==> config.mk <==
export PLATFORM = sky130hd
export DESIGN_NAME = rs485_direction_options
export DESIGN_NICKNAME = d
export VERILOG_FILES = /design/src/design/rs485_dir_pkg.sv /design/src/design/dir_port_if.sv /design/src/design/dir_ctrl.sv /design/src/design/rs485_direction_options.sv
export VERILOG_INCLUDE_DIRS = /design/src /design/src/design
export SDC_FILE = /design/constraint.sdc
export NUM_CORES = 1
export LEC_CHECK = 0
export CAP_MARGIN = 20
export CORE_UTILIZATION = 60
export DETAILED_ROUTE_END_ITERATION = 8
export DONT_BUFFER_PORTS = 1
export GPL_TIMING_DRIVEN = 0
export PLACE_DENSITY = 0.76
export SYNTH_ARGS = -nofsm -noshare
export SYNTH_HDL_FRONTEND = slang
export SYNTH_SLANG_ARGS = --single-unit
export TNS_END_PERCENT = 10
==> constraint.sdc <==
create_clock -name MCLK_IN -period 2.7 [get_ports MCLK_IN]
set_clock_uncertainty 0.1 [all_clocks]
set_input_delay 0.54 -clock MCLK_IN [delete_from_list [all_inputs] [get_ports MCLK_IN]]
set_output_delay 0.54 -clock MCLK_IN [all_outputs]
set_load 0.01 [all_outputs]
==> src/design/rs485_dir_map.svh <==
// Register map constants for the serial direction option block
// ----------------------------------------------------------------------------
// Overview of operation
// - Options register 0x12 for ports one, two
// - Options register 0x13 for ports three, four
// - Bit 0 enables port one auto direction
// - Bit 1 picks RTS (1) or DTR (0)
// - Bit 2 sets active drive level
// - Bits 4-6 same controls for port two
// - Second register bits 0-2 for port three
// - Second register bits 4-6 for port four
// ----------------------------------------------------------------------------
`ifndef RS485_DIR_MAP_SVH
`define RS485_DIR_MAP_SVH
`define OPT_PAIR_A_ADDR 8'h12
`define OPT_PAIR_B_ADDR 8'h13
`define OPT_RESET       8'h44
`define OPT_RSVD_MASK   8'h77
`define FLD_ENABLE      0
`define FLD_SELECT_RTS  1
`define FLD_POLARITY    2
`define FLD_PORT_STRIDE 4
`define AXI_RESP_OKAY   2'b00
`define AXI_RESP_SLVERR 2'b10
`endif

==> src/design/rs485_dir_pkg.sv <==
// Types shared by the direction option block
package rs485_dir_pkg;
  typedef logic [7:0] opt_byte_t;
  typedef enum logic {
    IDLE_T,
    RESP_T
  } chan_state_t;
endpackage

==> src/design/dir_port_if.sv <==
// Interface carrying one port's option bits and modem levels
`timescale 1ns/10ps
interface dir_port_if;
  logic       enable;
  logic       sel_rts;
  logic       polarity;
  logic       tx_busy;
  logic       rts_level;
  logic       dtr_level;
  logic       rts_pin;
  logic       dtr_pin;
  modport ctrl (input enable, sel_rts, polarity, tx_busy, rts_level, dtr_level, output rts_pin, dtr_pin);
  modport regs (output enable, sel_rts, polarity, tx_busy, rts_level, dtr_level, input rts_pin, dtr_pin);
endinterface

==> src/design/dir_ctrl.sv <==
// Per-port direction driver onto the RTS or DTR output
`timescale 1ns/10ps
module dir_ctrl (
  input  wire logic MCLK_IN,
  input  wire logic RESET_N_IN,
  dir_port_if.ctrl  port
);
  // Active level while sending, opposite level otherwise
  wire drive_level = port.tx_busy ? port.polarity : ~port.polarity;
  wire rts_nxt     = (port.enable && port.sel_rts) ? drive_level : port.rts_level;
  wire dtr_nxt     = (port.enable && !port.sel_rts) ? drive_level : port.dtr_level;
  logic rts_r;
  logic dtr_r;
  always_ff @(posedge MCLK_IN or negedge RESET_N_IN) begin
    if (!RESET_N_IN) begin
      rts_r <= 1'b1;
      dtr_r <= 1'b1;
    end else begin
      rts_r <= rts_nxt;
      dtr_r <= dtr_nxt;
    end
  end
  assign port.rts_pin = rts_r;
  assign port.dtr_pin = dtr_r;

  AST_DIR_ACTIVE: assert property (@(posedge MCLK_IN) disable iff (!RESET_N_IN)
    port.enable && port.tx_busy && port.sel_rts |=> (rts_r == $past(port.polarity)))
    else $error("rts not at active level while sending");
  AST_DIR_PASS: assert property (@(posedge MCLK_IN) disable iff (!RESET_N_IN)
    !port.enable |=> (dtr_r == $past(port.dtr_level)) && (rts_r == $past(port.rts_level)))
    else $error("modem level not passed while disabled");
  AST_DIR_IDLE: assert property (@(posedge MCLK_IN) disable iff (!RESET_N_IN)
    port.enable && !port.tx_busy && !port.sel_rts |=> (dtr_r != $past(port.polarity)))
    else $error("dtr not inactive after transmit");
endmodule

==> src/design/rs485_direction_options.sv <==
// AXI4-Lite option registers and direction control for four serial ports
//
// Added by the designer: the AXI4-Lite register port.
`timescale 1ns/10ps
`include "rs485_dir_map.svh"
module rs485_direction_options #(
  parameter int NUM_PORTS = 4
) (
  input  wire logic                        MCLK_IN,
  input  wire logic                        RESET_N_IN,
  input  wire logic [7:0]                  S_AXI_AWADDR_IN,
  input  wire logic                        S_AXI_AWVALID_IN,
  output logic                             S_AXI_AWREADY_OUT,
  input  wire logic [31:0]                 S_AXI_WDATA_IN,
  input  wire logic [3:0]                  S_AXI_WSTRB_IN,
  input  wire logic                        S_AXI_WVALID_IN,
  output logic                             S_AXI_WREADY_OUT,
  output logic [1:0]                       S_AXI_BRESP_OUT,
  output logic                             S_AXI_BVALID_OUT,
  input  wire logic                        S_AXI_BREADY_IN,
  input  wire logic [7:0]                  S_AXI_ARADDR_IN,
  input  wire logic                        S_AXI_ARVALID_IN,
  output logic                             S_AXI_ARREADY_OUT,
  output logic [31:0]                      S_AXI_RDATA_OUT,
  output logic [1:0]                       S_AXI_RRESP_OUT,
  output logic                             S_AXI_RVALID_OUT,
  input  wire logic                        S_AXI_RREADY_IN,
  input  wire logic [NUM_PORTS-1:0]        TX_BUSY_IN,
  input  wire logic [NUM_PORTS-1:0]        MODEM_RTS_IN,
  input  wire logic [NUM_PORTS-1:0]        MODEM_DTR_IN,
  output logic [NUM_PORTS-1:0]             RTS_PIN_OUT,
  output logic [NUM_PORTS-1:0]             DTR_PIN_OUT
);
  import rs485_dir_pkg::*;

  // --------------------------------------------------------------------------
  // Address decode
  // --------------------------------------------------------------------------
  // Register offsets are word indices; the byte address is four times the index
  function automatic logic [1:0] decode(input logic [7:0] addr);
    if (addr[1:0] != 2'b00) begin
      decode = 2'd0;
    end else if (addr[7:2] == `OPT_PAIR_A_ADDR) begin
      decode = 2'd1;
    end else if (addr[7:2] == `OPT_PAIR_B_ADDR) begin
      decode = 2'd2;
    end else begin
      decode = 2'd0;
    end
  endfunction

  opt_byte_t   opt_a_r;
  opt_byte_t   opt_b_r;
  chan_state_t wr_state_r;
  chan_state_t rd_state_r;
  logic        aw_held_r;
  logic        w_held_r;
  logic [7:0]  awaddr_r;
  logic [7:0]  wdata_r;
  logic        wstrb0_r;
  logic [1:0]  bresp_r;
  logic [1:0]  rresp_r;
  logic [31:0] rdata_r;

  wire        aw_take    = S_AXI_AWVALID_IN && !aw_held_r && (wr_state_r == IDLE_T);
  wire        w_take     = S_AXI_WVALID_IN && !w_held_r && (wr_state_r == IDLE_T);
  wire        aw_have    = aw_held_r || aw_take;
  wire        w_have     = w_held_r || w_take;
  wire        wr_go      = aw_have && w_have;
  wire [7:0]  wr_addr    = aw_held_r ? awaddr_r : S_AXI_AWADDR_IN;
  wire [7:0]  wr_data    = w_held_r ? wdata_r : S_AXI_WDATA_IN[7:0];
  wire        wr_lane0   = w_held_r ? wstrb0_r : S_AXI_WSTRB_IN[0];
  wire [1:0]  wr_sel     = decode(wr_addr);
  wire [1:0]  rd_sel     = decode(S_AXI_ARADDR_IN);
  wire        rd_take    = S_AXI_ARVALID_IN && (rd_state_r == IDLE_T);
  // Reserved bits 3 and 7 never store, so they read as zero
  wire [7:0]  wr_masked  = wr_data & `OPT_RSVD_MASK;
  wire [7:0]  rd_byte    = (rd_sel == 2'd1) ? opt_a_r : (rd_sel == 2'd2) ? opt_b_r : 8'h00;
  wire [1:0]  wr_resp    = (wr_sel == 2'd0) ? `AXI_RESP_SLVERR : `AXI_RESP_OKAY;
  wire [1:0]  rd_resp    = (rd_sel == 2'd0) ? `AXI_RESP_SLVERR : `AXI_RESP_OKAY;

  assign S_AXI_AWREADY_OUT = !aw_held_r && (wr_state_r == IDLE_T);
  assign S_AXI_WREADY_OUT  = !w_held_r && (wr_state_r == IDLE_T);
  assign S_AXI_BVALID_OUT  = (wr_state_r == RESP_T);
  assign S_AXI_BRESP_OUT   = bresp_r;
  assign S_AXI_ARREADY_OUT = (rd_state_r == IDLE_T);
  assign S_AXI_RVALID_OUT  = (rd_state_r == RESP_T);
  assign S_AXI_RDATA_OUT   = rdata_r;
  assign S_AXI_RRESP_OUT   = rresp_r;

  // --------------------------------------------------------------------------
  // Write channel
  // --------------------------------------------------------------------------
  always_ff @(posedge MCLK_IN or negedge RESET_N_IN) begin
    if (!RESET_N_IN) begin
      aw_held_r  <= 1'b0;
      w_held_r   <= 1'b0;
      awaddr_r   <= 8'h00;
      wdata_r    <= 8'h00;
      wstrb0_r   <= 1'b0;
      bresp_r    <= `AXI_RESP_OKAY;
      wr_state_r <= IDLE_T;
    end else begin
      case (wr_state_r)
        IDLE_T: begin
          if (wr_go) begin
            aw_held_r  <= 1'b0;
            w_held_r   <= 1'b0;
            bresp_r    <= wr_resp;
            wr_state_r <= RESP_T;
          end else begin
            if (aw_take) begin
              aw_held_r <= 1'b1;
              awaddr_r  <= S_AXI_AWADDR_IN;
            end
            if (w_take) begin
              w_held_r <= 1'b1;
              wdata_r  <= S_AXI_WDATA_IN[7:0];
              wstrb0_r <= S_AXI_WSTRB_IN[0];
            end
          end
        end
        RESP_T: begin
          if (S_AXI_BREADY_IN) begin
            wr_state_r <= IDLE_T;
          end
        end
        default: wr_state_r <= IDLE_T;
      endcase
    end
  end

  // --------------------------------------------------------------------------
  // Option registers
  // --------------------------------------------------------------------------
  always_ff @(posedge MCLK_IN or negedge RESET_N_IN) begin
    if (!RESET_N_IN) begin
      opt_a_r <= `OPT_RESET;
      opt_b_r <= `OPT_RESET;
    end else if (wr_go && (wr_state_r == IDLE_T) && wr_lane0) begin
      if (wr_sel == 2'd1) begin
        opt_a_r <= wr_masked;
      end else if (wr_sel == 2'd2) begin
        opt_b_r <= wr_masked;
      end
    end
  end

  // --------------------------------------------------------------------------
  // Read channel
  // --------------------------------------------------------------------------
  always_ff @(posedge MCLK_IN or negedge RESET_N_IN) begin
    if (!RESET_N_IN) begin
      rdata_r    <= 32'h0000_0000;
      rresp_r    <= `AXI_RESP_OKAY;
      rd_state_r <= IDLE_T;
    end else begin
      case (rd_state_r)
        IDLE_T: begin
          if (rd_take) begin
            rdata_r    <= {24'h00_0000, rd_byte};
            rresp_r    <= rd_resp;
            rd_state_r <= RESP_T;
          end
        end
        RESP_T: begin
          if (S_AXI_RREADY_IN) begin
            rd_state_r <= IDLE_T;
          end
        end
        default: rd_state_r <= IDLE_T;
      endcase
    end
  end

  // --------------------------------------------------------------------------
  // Per-port direction control
  // --------------------------------------------------------------------------
  wire [15:0] opt_all = {opt_b_r, opt_a_r};
  genvar g;
  generate
    for (g = 0; g < NUM_PORTS; g = g + 1) begin : g_port
      dir_port_if pif ();
      // Port g uses the nibble at 4*g: one/two in the first byte, three/four in the second
      assign pif.enable    = opt_all[g*`FLD_PORT_STRIDE + `FLD_ENABLE];
      assign pif.sel_rts   = opt_all[g*`FLD_PORT_STRIDE + `FLD_SELECT_RTS];
      assign pif.polarity  = opt_all[g*`FLD_PORT_STRIDE + `FLD_POLARITY];
      assign pif.tx_busy   = TX_BUSY_IN[g];
      assign pif.rts_level = MODEM_RTS_IN[g];
      assign pif.dtr_level = MODEM_DTR_IN[g];
      assign RTS_PIN_OUT[g] = pif.rts_pin;
      assign DTR_PIN_OUT[g] = pif.dtr_pin;
      dir_ctrl u_dir (
        .MCLK_IN    (MCLK_IN),
        .RESET_N_IN (RESET_N_IN),
        .port       (pif.ctrl)
      );
    end
  endgenerate

  // --------------------------------------------------------------------------
  // Checks
  // --------------------------------------------------------------------------
  AST_RESERVED_ZERO: assert property (@(posedge MCLK_IN) disable iff (!RESET_N_IN)
    ((opt_a_r | opt_b_r) & ~`OPT_RSVD_MASK) == 8'h00)
    else $error("reserved option bits set");
  AST_WRITE_A: assert property (@(posedge MCLK_IN) disable iff (!RESET_N_IN)
    wr_go && (wr_state_r == IDLE_T) && wr_lane0 && (wr_sel == 2'd1)
    |=> opt_a_r == ($past(wr_data) & `OPT_RSVD_MASK))
    else $error("first options register not written");
  AST_WRITE_B: assert property (@(posedge MCLK_IN) disable iff (!RESET_N_IN)
    wr_go && (wr_state_r == IDLE_T) && wr_lane0 && (wr_sel == 2'd2)
    |=> opt_b_r == ($past(wr_data) & `OPT_RSVD_MASK))
    else $error("second options register not written");
  AST_READ_DATA: assert property (@(posedge MCLK_IN) disable iff (!RESET_N_IN)
    rd_take && (rd_sel == 2'd2) |=> S_AXI_RVALID_OUT && (S_AXI_RDATA_OUT[7:0] == $past(opt_b_r)))
    else $error("read data wrong");
  // The pin is registered, so it shows the polarity of the cycle before
  AST_PORT_ONE_EN: assert property (@(posedge MCLK_IN) disable iff (!RESET_N_IN)
    opt_a_r[0] && opt_a_r[1] && TX_BUSY_IN[0] ##1 opt_a_r[0] && opt_a_r[1]
    |-> RTS_PIN_OUT[0] == $past(opt_a_r[2]))
    else $error("port one rts not driven");
  AST_PORT_TWO_SEL: assert property (@(posedge MCLK_IN) disable iff (!RESET_N_IN)
    opt_a_r[4] && !opt_a_r[5] && TX_BUSY_IN[1] && $stable(opt_a_r)
    |=> DTR_PIN_OUT[1] == $past(opt_a_r[6]))
    else $error("port two dtr not driven");
  AST_PORT_FOUR: assert property (@(posedge MCLK_IN) disable iff (!RESET_N_IN)
    opt_b_r[4] && opt_b_r[5] && !TX_BUSY_IN[3] |=> RTS_PIN_OUT[3] == !$past(opt_b_r[6]))
    else $error("port four rts not inactive");
  AST_PORT_THREE: assert property (@(posedge MCLK_IN) disable iff (!RESET_N_IN)
    opt_b_r[0] && opt_b_r[1] && TX_BUSY_IN[2] |=> RTS_PIN_OUT[2] == $past(opt_b_r[2]))
    else $error("port three rts not active");
  AST_BRESP_HOLD: assert property (@(posedge MCLK_IN) disable iff (!RESET_N_IN)
    S_AXI_BVALID_OUT && !S_AXI_BREADY_IN |=> S_AXI_BVALID_OUT && $stable(S_AXI_BRESP_OUT))
    else $error("write response dropped");
  COV_WRITE_A: cover property (@(posedge MCLK_IN) wr_go && (wr_sel == 2'd1));
  COV_READ_B: cover property (@(posedge MCLK_IN) rd_take && (rd_sel == 2'd2));
  COV_BAD_ADDR: cover property (@(posedge MCLK_IN) wr_go && (wr_sel == 2'd0));
  COV_TX_DRIVE: cover property (@(posedge MCLK_IN) opt_a_r[0] && TX_BUSY_IN[0]);
endmodule

==> results.cfg, run 1 <==
[status]
outcome = finished clean

[global_routing]
antenna_found_initial = 0
grt_overflow = 0
grt_max_degree = 48
grt_pass1_wl_mm = 6.62
track_usage_pct = 21.3
grt_pass1_vias = 1461

[sta]
finalCritPeriodShare_pct = 83.0
fin_setup_tns_ns = 0
finalSetupViolCount = 0
fin_ws_ns = 0.459
rsz0062_at_grt = false
worst_pin_slew_ns = 0.661
fmax_mhz = 446
hold_violations = 0
slew_viol_final = 0
period_needed_ns = 2.24
slew_headroom_pct = 55.5

[finish]
antenna_cells = 0
syn2layout_area_growth_pct = 13.3
final_nets = 303
drive_gt1_share_pct = 44.6

[clocking]
cts_resized = 0
numCtsBuffers = 5
cts-root-buf = clkbuf_8
htreeDepth = 2
clk_pin_slew_ns = 0.08
clk_latency_ns = 0.30
clkSinkCount = 47
cts_tree = built
cts_buffer_depth = 2

[detailed_routing]
routed_wirelength_mm = 4.12
drt-initial-drc-count = 23
drc_errors = 0
vias = 1453
antenna_left = 0
firstDrtPassIters = 4
wire_per_inst_um = 14.7
avgViaCountPerCell = 5.17

[power]
p_per_area_mw_per_mm2 = 777
pwr-share-comb_pct = 26.2
power_leakage_nw = 1.27
switchingPower_mw = 0.608
clockPowerShare_pct = 25.2
irDropWorstVdd_mv = 0.837
internal-power_mw = 1.48
netSwitchingFraction_pct = 29.1
power_frac_seq_pct = 48.5
power_mw = 2.09

[worst_setup_path]
startpoint = S_AXI_BVALID_OUT$_DFF_PN0_
worstReg2RegStart = S_AXI_BVALID_OUT$_DFF_PN0_
arrival_ns = 2.33
crit_required_ns = 2.79
crit_type = reg -> reg
cp-end-kind = register
cp_max_fo = 6
cp-start-kind = register

[synth]
synth_seq_cells = 47
synthTopCellsByArea = dfrtp_1 (37%), mux2_2 (19%), dfstp_2 (13%)
ys_types = 27
ys_seq_area_share_pct = 50.2
avgSynthCellArea_sq_um = 12.1
syn_inst = 196
syn_area_sq_mm = 0.00237
yosys.area.top_type = dfrtp_1
yosys_warnings = 0
yosys.area.top_type_share_pct = 36.9

[worst_hold_path]
hp-start = S_AXI_RREADY_IN
hp-class = in -> reg

[place]
place_hpwl_mm = 3.07
port_buffers = 0
routabilityCongestion = 0.720
place_ws_ns = 0.422

[floorplanning]
die_y_um = 64.9
dieArea_sq_mm = 0.00421
rows = 22
start_util_pct = 63.9
core_sq_mm = 0.00372
io_pins = 120
die_w_um = 64.9

[run]
drv_cap = 0
==> metal layers <==
metal / global-route usage (%) / wire length (um)
met5: 0 / 0
met4: 7.78 / 36
met3: 6.87 / 297
met2: 35.5 / 2110
met1: 25.8 / 1670
==> critical path, cell delays in order (launching register included) <==
cell and delay [ns]:
dfrtp_1 0.47, o21ba_2 0.28, o21ai_0 0.24, a211oi_2 0.65
mux2_2 0.41
==> sequential cells by signal (all words and copies together) (netlist names), 4 cells and up <==
signal and cells:
S_AXI_RDATA_OUT 6, opt_a_r 6, g_port.u_dir.port.rts_pin 4, wdata_r 6, g_port.u_dir.port.dtr_pin 4, opt_b_r 6
awaddr_r 8
==> power by group through the flow <==
stage                     registers (mW)  clock network [mW]  logic [mW]
after global placement              1.01                   0       0.499
after global routing                1.04               0.569       0.600
final                               1.02               0.527       0.549
after CTS                           1.01               0.540       0.547
after floorplan                    0.988                   0       0.457
after detailed placement            1.02                   0       0.522
==> final cells by class <==
class	instances	area [sq um]
tap	48	60.1
clock buffer	6	82.6
sequential	47	1190
multi-input combinational	135	993
fill	266	1020
timing repair buffer	2	37.5
clock inverter	2	35.0
buffer	39	284
inverter	2	7.51
==> path summary, 6_finish.rpt <==
path	slack, ns	cells after the start	end
setup reg to reg	0.46	4	opt_a_r[0]$_DFFE_PN0P_
max in group asynchronous	1.59	2	g_port[3].u_dir.port.rts_pin$_DFF_PN1_
hold / removal	0.23	1	S_AXI_RVALID_OUT$_DFF_PN0_
setup / recovery	0.46	4	opt_a_r[0]$_DFFE_PN0P_
hold reg to reg	0.41	1	wdata_r[1]$_DFFE_PN0P_
min in group asynchronous	0.64	2	wdata_r[5]$_DFFE_PN0P_
==> cell usage after synthesis (all sizes together) <==
master   n
buf     38
a2111o   1
nand3    1
dfstp   12
xnor2    4
conb     1
mux2    41
o21ba    1
o21a     1
nor4b    3
nor3     1
nand2   15
a21oi    1
nor3b    1
nor2b    6
clkbuf   1
o21ai   10
dfrtp   35
inv      2
nand3b   2
nand4b   1
mux2i    8
nor2     6
nand4    3
a211oi   1
==> cells in the final DEF (no fill, tap or decap) <==
cell type / instances
clkbuf_8: 6
nand3b_1: 2
dfrtp_1: 35
buf_16: 1
nor4b_1: 1
xnor2_1: 4
dfstp_2: 12
dlygate4sd3_1: 1
clkinv_2: 1
nor3b_1: 1
a21oi_1: 1
nor4b_2: 2
nand2_1: 15
clkbuf_1: 1
mux2i_1: 8
nor2b_1: 6
o21ai_0: 10
a211oi_2: 1
nand3_1: 1
inv_1: 2
mux2_2: 41
nand4b_1: 1
nand4_1: 3
buf_2: 2
nor3_1: 1
a2111o_1: 1
bufinv_16: 1
conb_1: 28
buf_4: 36
nor2_1: 6
o21a_1: 1
o21ba_2: 1
==> kinds of logic after synthesis <==
| kind of cell | Yosys count | synth area share (%) |
|---|---|---|
| flip-flops | 47 | 50.2 |
| AO/OA/AOI/OAI | 15 | 4.06 |
| other | 1 | 0.158 |
| AND/OR/NAND/NOR | 39 | 9.06 |
| multiplexers | 49 | 22.8 |
| buffers and inverters | 41 | 12.3 |
| XOR/XNOR | 4 | 1.48 |
==> through the flow <==
stage          std cells  utilization (%)  cell area, sq um  hold slack, ns
6_report             281             72.4              2690           0.227
2_1_floorplan        223                -              2480           0.144
3_5_place_dp         271             68.2              2540           0.145
4_1_cts              281             72.4              2690           0.222
3_3_place_gp         271             68.2              2540           0.145
5_1_grt              281             72.4              2690           0.218
==> what timing repair did <==
| action | CTS | global route |
|---|---|---|
| buffers inserted | 0 | 0 |
| hold endpoints to repair | 47 | 0 |
| hold buffers | 2 | 0 |
| endpoints found under the setup margin | 0 | 0 |
Note: power is estimated with default switching activity, not from simulation.
==> run 2, diff against run 1 <==
Clock period 2.7 ns to 2.2 ns, I/O delays scaled along.
==> run 2 against run 1 <==
Net effect:
- final cell count stayed put
- sequential share of layout area is 0.12 points lower
- utilization is 0.20 points higher
- hold slack worse by 0.10 ns
- count of clock-buffer cells in the layout stayed put
- sequential power is 23% higher
- die area stayed put
- critical path type unchanged
- largest cell class unchanged
==> results.cfg, run 2 (synthesized netlist as in run 1, its figures left out) <==
[worst_setup_path]
arrival_ns = 2.12
worstRegToRegCells = 4
r2r_setup_slack_ns = 0.17
worstReg2RegStart = awaddr_r[7]$_DFFE_PN0P_
crit_type = reg -> reg
rr_endpoint = opt_a_r[4]$_DFFE_PN0P_
crit_path_cell_trace = nor4b_2, nand4_1, a211oi_4, mux2_2
cp_max_fo = 6
cp_slowest_stage_delay_ns = 0.45
crit_required_ns = 2.29
cp_slowest_cell = a211oi_4
cp-start-kind = register
cp-end-kind = register
worst-path-buf-inv = 0
crit_family = simple AND/OR/NAND/NOR gates

[clocking]
cts_tree = built
numCtsBuffers = 5
cts-root-buf = clkbuf_8
clk_latency_ns = 0.30
clk_pin_slew_ns = 0.08
clkSinkCount = 47
cts_buffer_depth = 2
postCtsSetupBuffers = 0
htreeDepth = 2

[place]
place_area_sq_mm = 0.00254
routabilityCongestion = 0.720
place_ws_ns = 0.00324
place_hpwl_mm = 3.07
port_buffers = 0

[finish]
largest_reg_flops = 8
drive_gt1_share_pct = 44.6
top_register = awaddr_r
antenna_cells = 0
final_area_sq_mm = 0.00270
final_cell_mix = mux2_2 (41), buf_4 (36), dfrtp_1 (35), conb_1 (28), nand2_1 (15)
final_nets = 303
layout_commonest_cell = mux2_2
syn2layout_area_growth_pct = 13.6

[detailed_routing]
drt-initial-drc-count = 25
antenna_left = 0
firstDrtPassIters = 4
drc_errors = 0
vias = 1451
wire_per_inst_um = 14.7
avgViaCountPerCell = 5.16
routed_wirelength_mm = 4.13

[sta]
slew_headroom_pct = 65.5
period_needed_ns = 2.03
fin_ws_ns = 0.169
rsz0062_at_grt = false
fin_setup_tns_ns = 0
finalCritPeriodShare_pct = 92.3
slew_viol_final = 0
worst_pin_slew_ns = 0.514
fmax_mhz = 492
finalSetupViolCount = 0
hold_violations = 0

[floorplanning]
start_util_pct = 63.9
die_y_um = 64.9
io_pins = 120
rows = 22
die_w_um = 64.9
dieArea_sq_mm = 0.00421
core_sq_mm = 0.00372

[global_routing]
grt_max_degree = 48
grt_overflow = 0
antenna_found_initial = 0
grt_pass1_wl_mm = 6.60
grt_pass1_vias = 1457
track_usage_pct = 21.3

[power]
irDropWorstVdd_mv = 0.967
p_per_area_mw_per_mm2 = 955
power_leakage_nw = 1.27

[worst_hold_path]
min_path_cells = 1
holdPathEnd = S_AXI_RVALID_OUT$_DFF_PN0_
hp-class = in -> reg
hp-start = S_AXI_RREADY_IN

[run]
drv_cap = 0

[status]
outcome = finished clean
[run 2: cell type report]
| cell class | count | area (sq um) |
|---|---|---|
| sequential | 47 | 1190 |
| fill | 264 | 1020 |
| multi-input combinational | 135 | 1000 |
| buffer | 39 | 284 |
| clock buffer | 6 | 82.6 |
| tap | 48 | 60.1 |
| timing repair buffer | 2 | 37.5 |
| clock inverter | 2 | 35.0 |
| inverter | 2 | 7.51 |
[run 2: timing repair]
action                                 CTS  global route
resized for setup                        0             2
endpoints found under the hold margin   47             0
setup endpoints to repair                2             6
pin swaps                                1             0
hold buffers                             2             0
[run 2: worst max path at each step]
| stage | startpoint | slack (ns) | cells past startpoint | end |
|---|---|---|---|---|
| after CTS | S_AXI_BVALID_OUT$_DFF_PN0_ | 0.05 | 4 | opt_a_r[4]$_DFFE_PN0P_ |
| after floorplan | S_AXI_BVALID_OUT$_DFF_PN0_ | 0.31 | 4 | opt_a_r[0]$_DFFE_PN0P_ |
| final | awaddr_r[7]$_DFFE_PN0P_ | 0.17 | 4 | opt_a_r[4]$_DFFE_PN0P_ |
| after global placement | S_AXI_BVALID_OUT$_DFF_PN0_ | 0.07 | 4 | opt_a_r[0]$_DFFE_PN0P_ |
| after global routing | awaddr_r[7]$_DFFE_PN0P_ | 0.08 | 4 | opt_a_r[5]$_DFFE_PN0P_ |
| after detailed placement | S_AXI_BVALID_OUT$_DFF_PN0_ | 0.003 | 4 | opt_a_r[5]$_DFFE_PN0P_ |
[run 2: worst register-to-register path, stage by stage, from the launching register on]
cell and delay (ns):
dfrtp_1 0.40, nor4b_2 0.38, nand4_1 0.21, a211oi_4 0.45
mux2_2 0.38
[run 2: report_power, final]
part,leakage (nW),internal [mW],total (mW),switching (mW)
clock,0.0612,0.368,0.650,0.283
sequential,0.568,1.09,1.25,0.152
combinational,0.639,0.360,0.681,0.321
total,1.27,1.82,2.58,0.755
[run 2: through the flow]
stage	cells	utilization (%)	hold slack, ns	total power, mW
final	281	72.6	0.123	2.58
after global routing	281	72.6	0.118	2.72
after CTS	281	72.4	0.122	2.58
after detailed placement	271	68.2	0.0450	1.90
after global placement	271	68.2	0.0452	1.85
after floorplan	223	-	0.0444	1.77
[run 2: routing by layer]
metal	GRT usage, %	share of wire (%)	vias to the layer above
met5	0	0	-
met3	6.87	7.3	7
met2	35.5	51	57
met1	25.7	40	700
li1	-	-	687
met4	7.78	1.3	0
==> run 3, diff against run 2 <==
Settings changed: CORE_UTILIZATION 60 to 30, PLACE_DENSITY 0.76 to not set, SETUP_SLACK_MARGIN set to 0.05.
==> run 3 against run 2 <==
Net effect:
- via count down 2.0%
- global-route usage down 10 points
- clock power up 2%
==> results.cfg, run 3 (synthesized netlist as in run 1, its figures left out) <==
[place]
place_hpwl_mm = 3.27
routabilityCongestion = 0.710
place_ws_ns = -0.0324
place_area_sq_mm = 0.00260
port_buffers = 0

[status]
outcome = finished clean

[detailed_routing]
drc_errors = 0
firstDrtPassIters = 4
routed_wirelength_mm = 4.33
antenna_left = 0
drt-initial-drc-count = 41
avgViaCountPerCell = 4.24
vias = 1422
wire_per_inst_um = 12.9

[worst_setup_path]
cp-end-kind = register
crit_end = opt_a_r[1]$_DFFE_PN0P_
startpoint = awaddr_r[7]$_DFFE_PN0P_
rr_endpoint = opt_a_r[1]$_DFFE_PN0P_
cp-start-kind = register
crit_required_ns = 2.29
worstReg2RegStart = awaddr_r[7]$_DFFE_PN0P_
r2r_setup_slack_ns = 0.20
crit_type = reg -> reg
cp_max_fo = 6
worstRegToRegCells = 4
arrival_ns = 2.09

[sta]
worst_pin_slew_ns = 0.552
finalCritPeriodShare_pct = 91.0
slew_headroom_pct = 62.9
slew_viol_final = 0
finalSetupViolCount = 0
hold_violations = 0
fmax_mhz = 499
rsz0062_at_grt = false
fin_ws_ns = 0.198
period_needed_ns = 2.00

[global_routing]
grt_pass1_vias = 1405
antenna_found_initial = 0
grt_overflow = 0
track_usage_pct = 11.1
grt_pass1_wl_mm = 7.07
grt_max_degree = 48

[clocking]
postCtsSetupBuffers = 0
clk_latency_ns = 0.31
clkSinkCount = 47
cts_buffer_depth = 2
cts_tree = built
numCtsBuffers = 5
cts-root-buf = clkbuf_8
clk_pin_slew_ns = 0.09
htreeDepth = 2

[floorplanning]
io_pins = 120
die_w_um = 91.0
rows = 32
start_util_pct = 30.9
dieArea_sq_mm = 0.00828
die_y_um = 91.0
core_sq_mm = 0.00769

[finish]
final_util_pct = 36.0
final_area_sq_mm = 0.00277
final_nets = 303
largest_reg_flops = 8
final_cell_mix = mux2_2 (41), buf_4 (36), dfrtp_1 (35), conb_1 (28), nand2_1 (15)
syn2layout_area_growth_pct = 16.5
layout_commonest_cell = mux2_2
antenna_cells = 0
top_register = awaddr_r
drive_gt1_share_pct = 44.6

[power]
irDropWorstVdd_mv = 0.666
pwr-share-comb_pct = 26.2
p_per_area_mw_per_mm2 = 928
netSwitchingFraction_pct = 29.0
internal-power_mw = 1.82
clockPowerShare_pct = 25.9
power_frac_seq_pct = 48.0
switchingPower_mw = 0.746
power_mw = 2.57
power_leakage_nw = 1.27

[worst_hold_path]
hp-class = in -> reg

[run]
drv_cap = 0
-- run 3: cell counts in the layout (fill, tap and decap cells not counted) --
No cell type changed its count.
-- run 3: worst min-delay path by stage --
stage | startpoint | to | depth (start not counted)
floorplan | RESET_N_IN | S_AXI_BRESP_OUT[1]$_DFFE_PN0P_ | 0
global placement | RESET_N_IN | awaddr_r[5]$_DFFE_PN0P_ | 0
finish | S_AXI_RREADY_IN | S_AXI_RVALID_OUT$_DFF_PN0_ | 1
CTS | S_AXI_BREADY_IN | S_AXI_BVALID_OUT$_DFF_PN0_ | 1
global route | S_AXI_BREADY_IN | S_AXI_BVALID_OUT$_DFF_PN0_ | 1
detailed placement | RESET_N_IN | awaddr_r[4]$_DFFE_PN0P_ | 0
-- run 3: power groups by stage --
stage / Clock (mW) / Combinational [mW] / Sequential, mW
final: 0.664 / 0.672 / 1.23
after global routing: 0.717 / 0.749 / 1.26
after CTS: 0.686 / 0.678 / 1.23
after detailed placement: 0 / 0.643 / 1.25
after global placement: 0 / 0.632 / 1.24
after floorplan: 0 / 0.561 / 1.21
-- run 3: worst max-delay path, stage by stage (launching register included) --
cell and delay [ns]:
dfrtp_1 0.39, nor4b_2 0.35, nand4_1 0.20, a211oi_4 0.45, mux2_2 0.39
-- run 3: area by class of cell --
class | instances | area, sq um
fill | 793 | 4920
sequential | 47 | 1190
clock inverter | 2 | 35.0
multi-input combinational | 135 | 1000
timing repair buffer | 2 | 37.5
buffer | 39 | 284
tap | 102 | 128
inverter | 2 | 7.51
clock buffer | 6 | 82.6
-- run 3: metrics by stage --
step                      std cells  setup TNS (ns)  hold WS, ns
after floorplan                 223               0       0.0444
after global placement          325          -0.167       0.0456
after detailed placement        325          -0.109       0.0455
after CTS                       335               0        0.113
after global routing            335               0        0.101
final                           335               0        0.125
-- run 3: layer usage --
layer / GRT usage, % / vias up / wire, um
met5: 0 / - / 0
met2: 18.3 / 58 / 2080
met4: 3.97 / 0 / 71
li1: - / 682 / -
met1: 12.6 / 675 / 1790
met3: 5.03 / 7 / 395
-- run 3: repair_timing --
action                                 in CTS  in global routing
hold buffers                                2                  0
pin swaps                                   1                  0
resized for setup                           1                  1
endpoints found under the hold margin      47                  0
cloned                                      0                  0
setup endpoints to repair                   6                 12
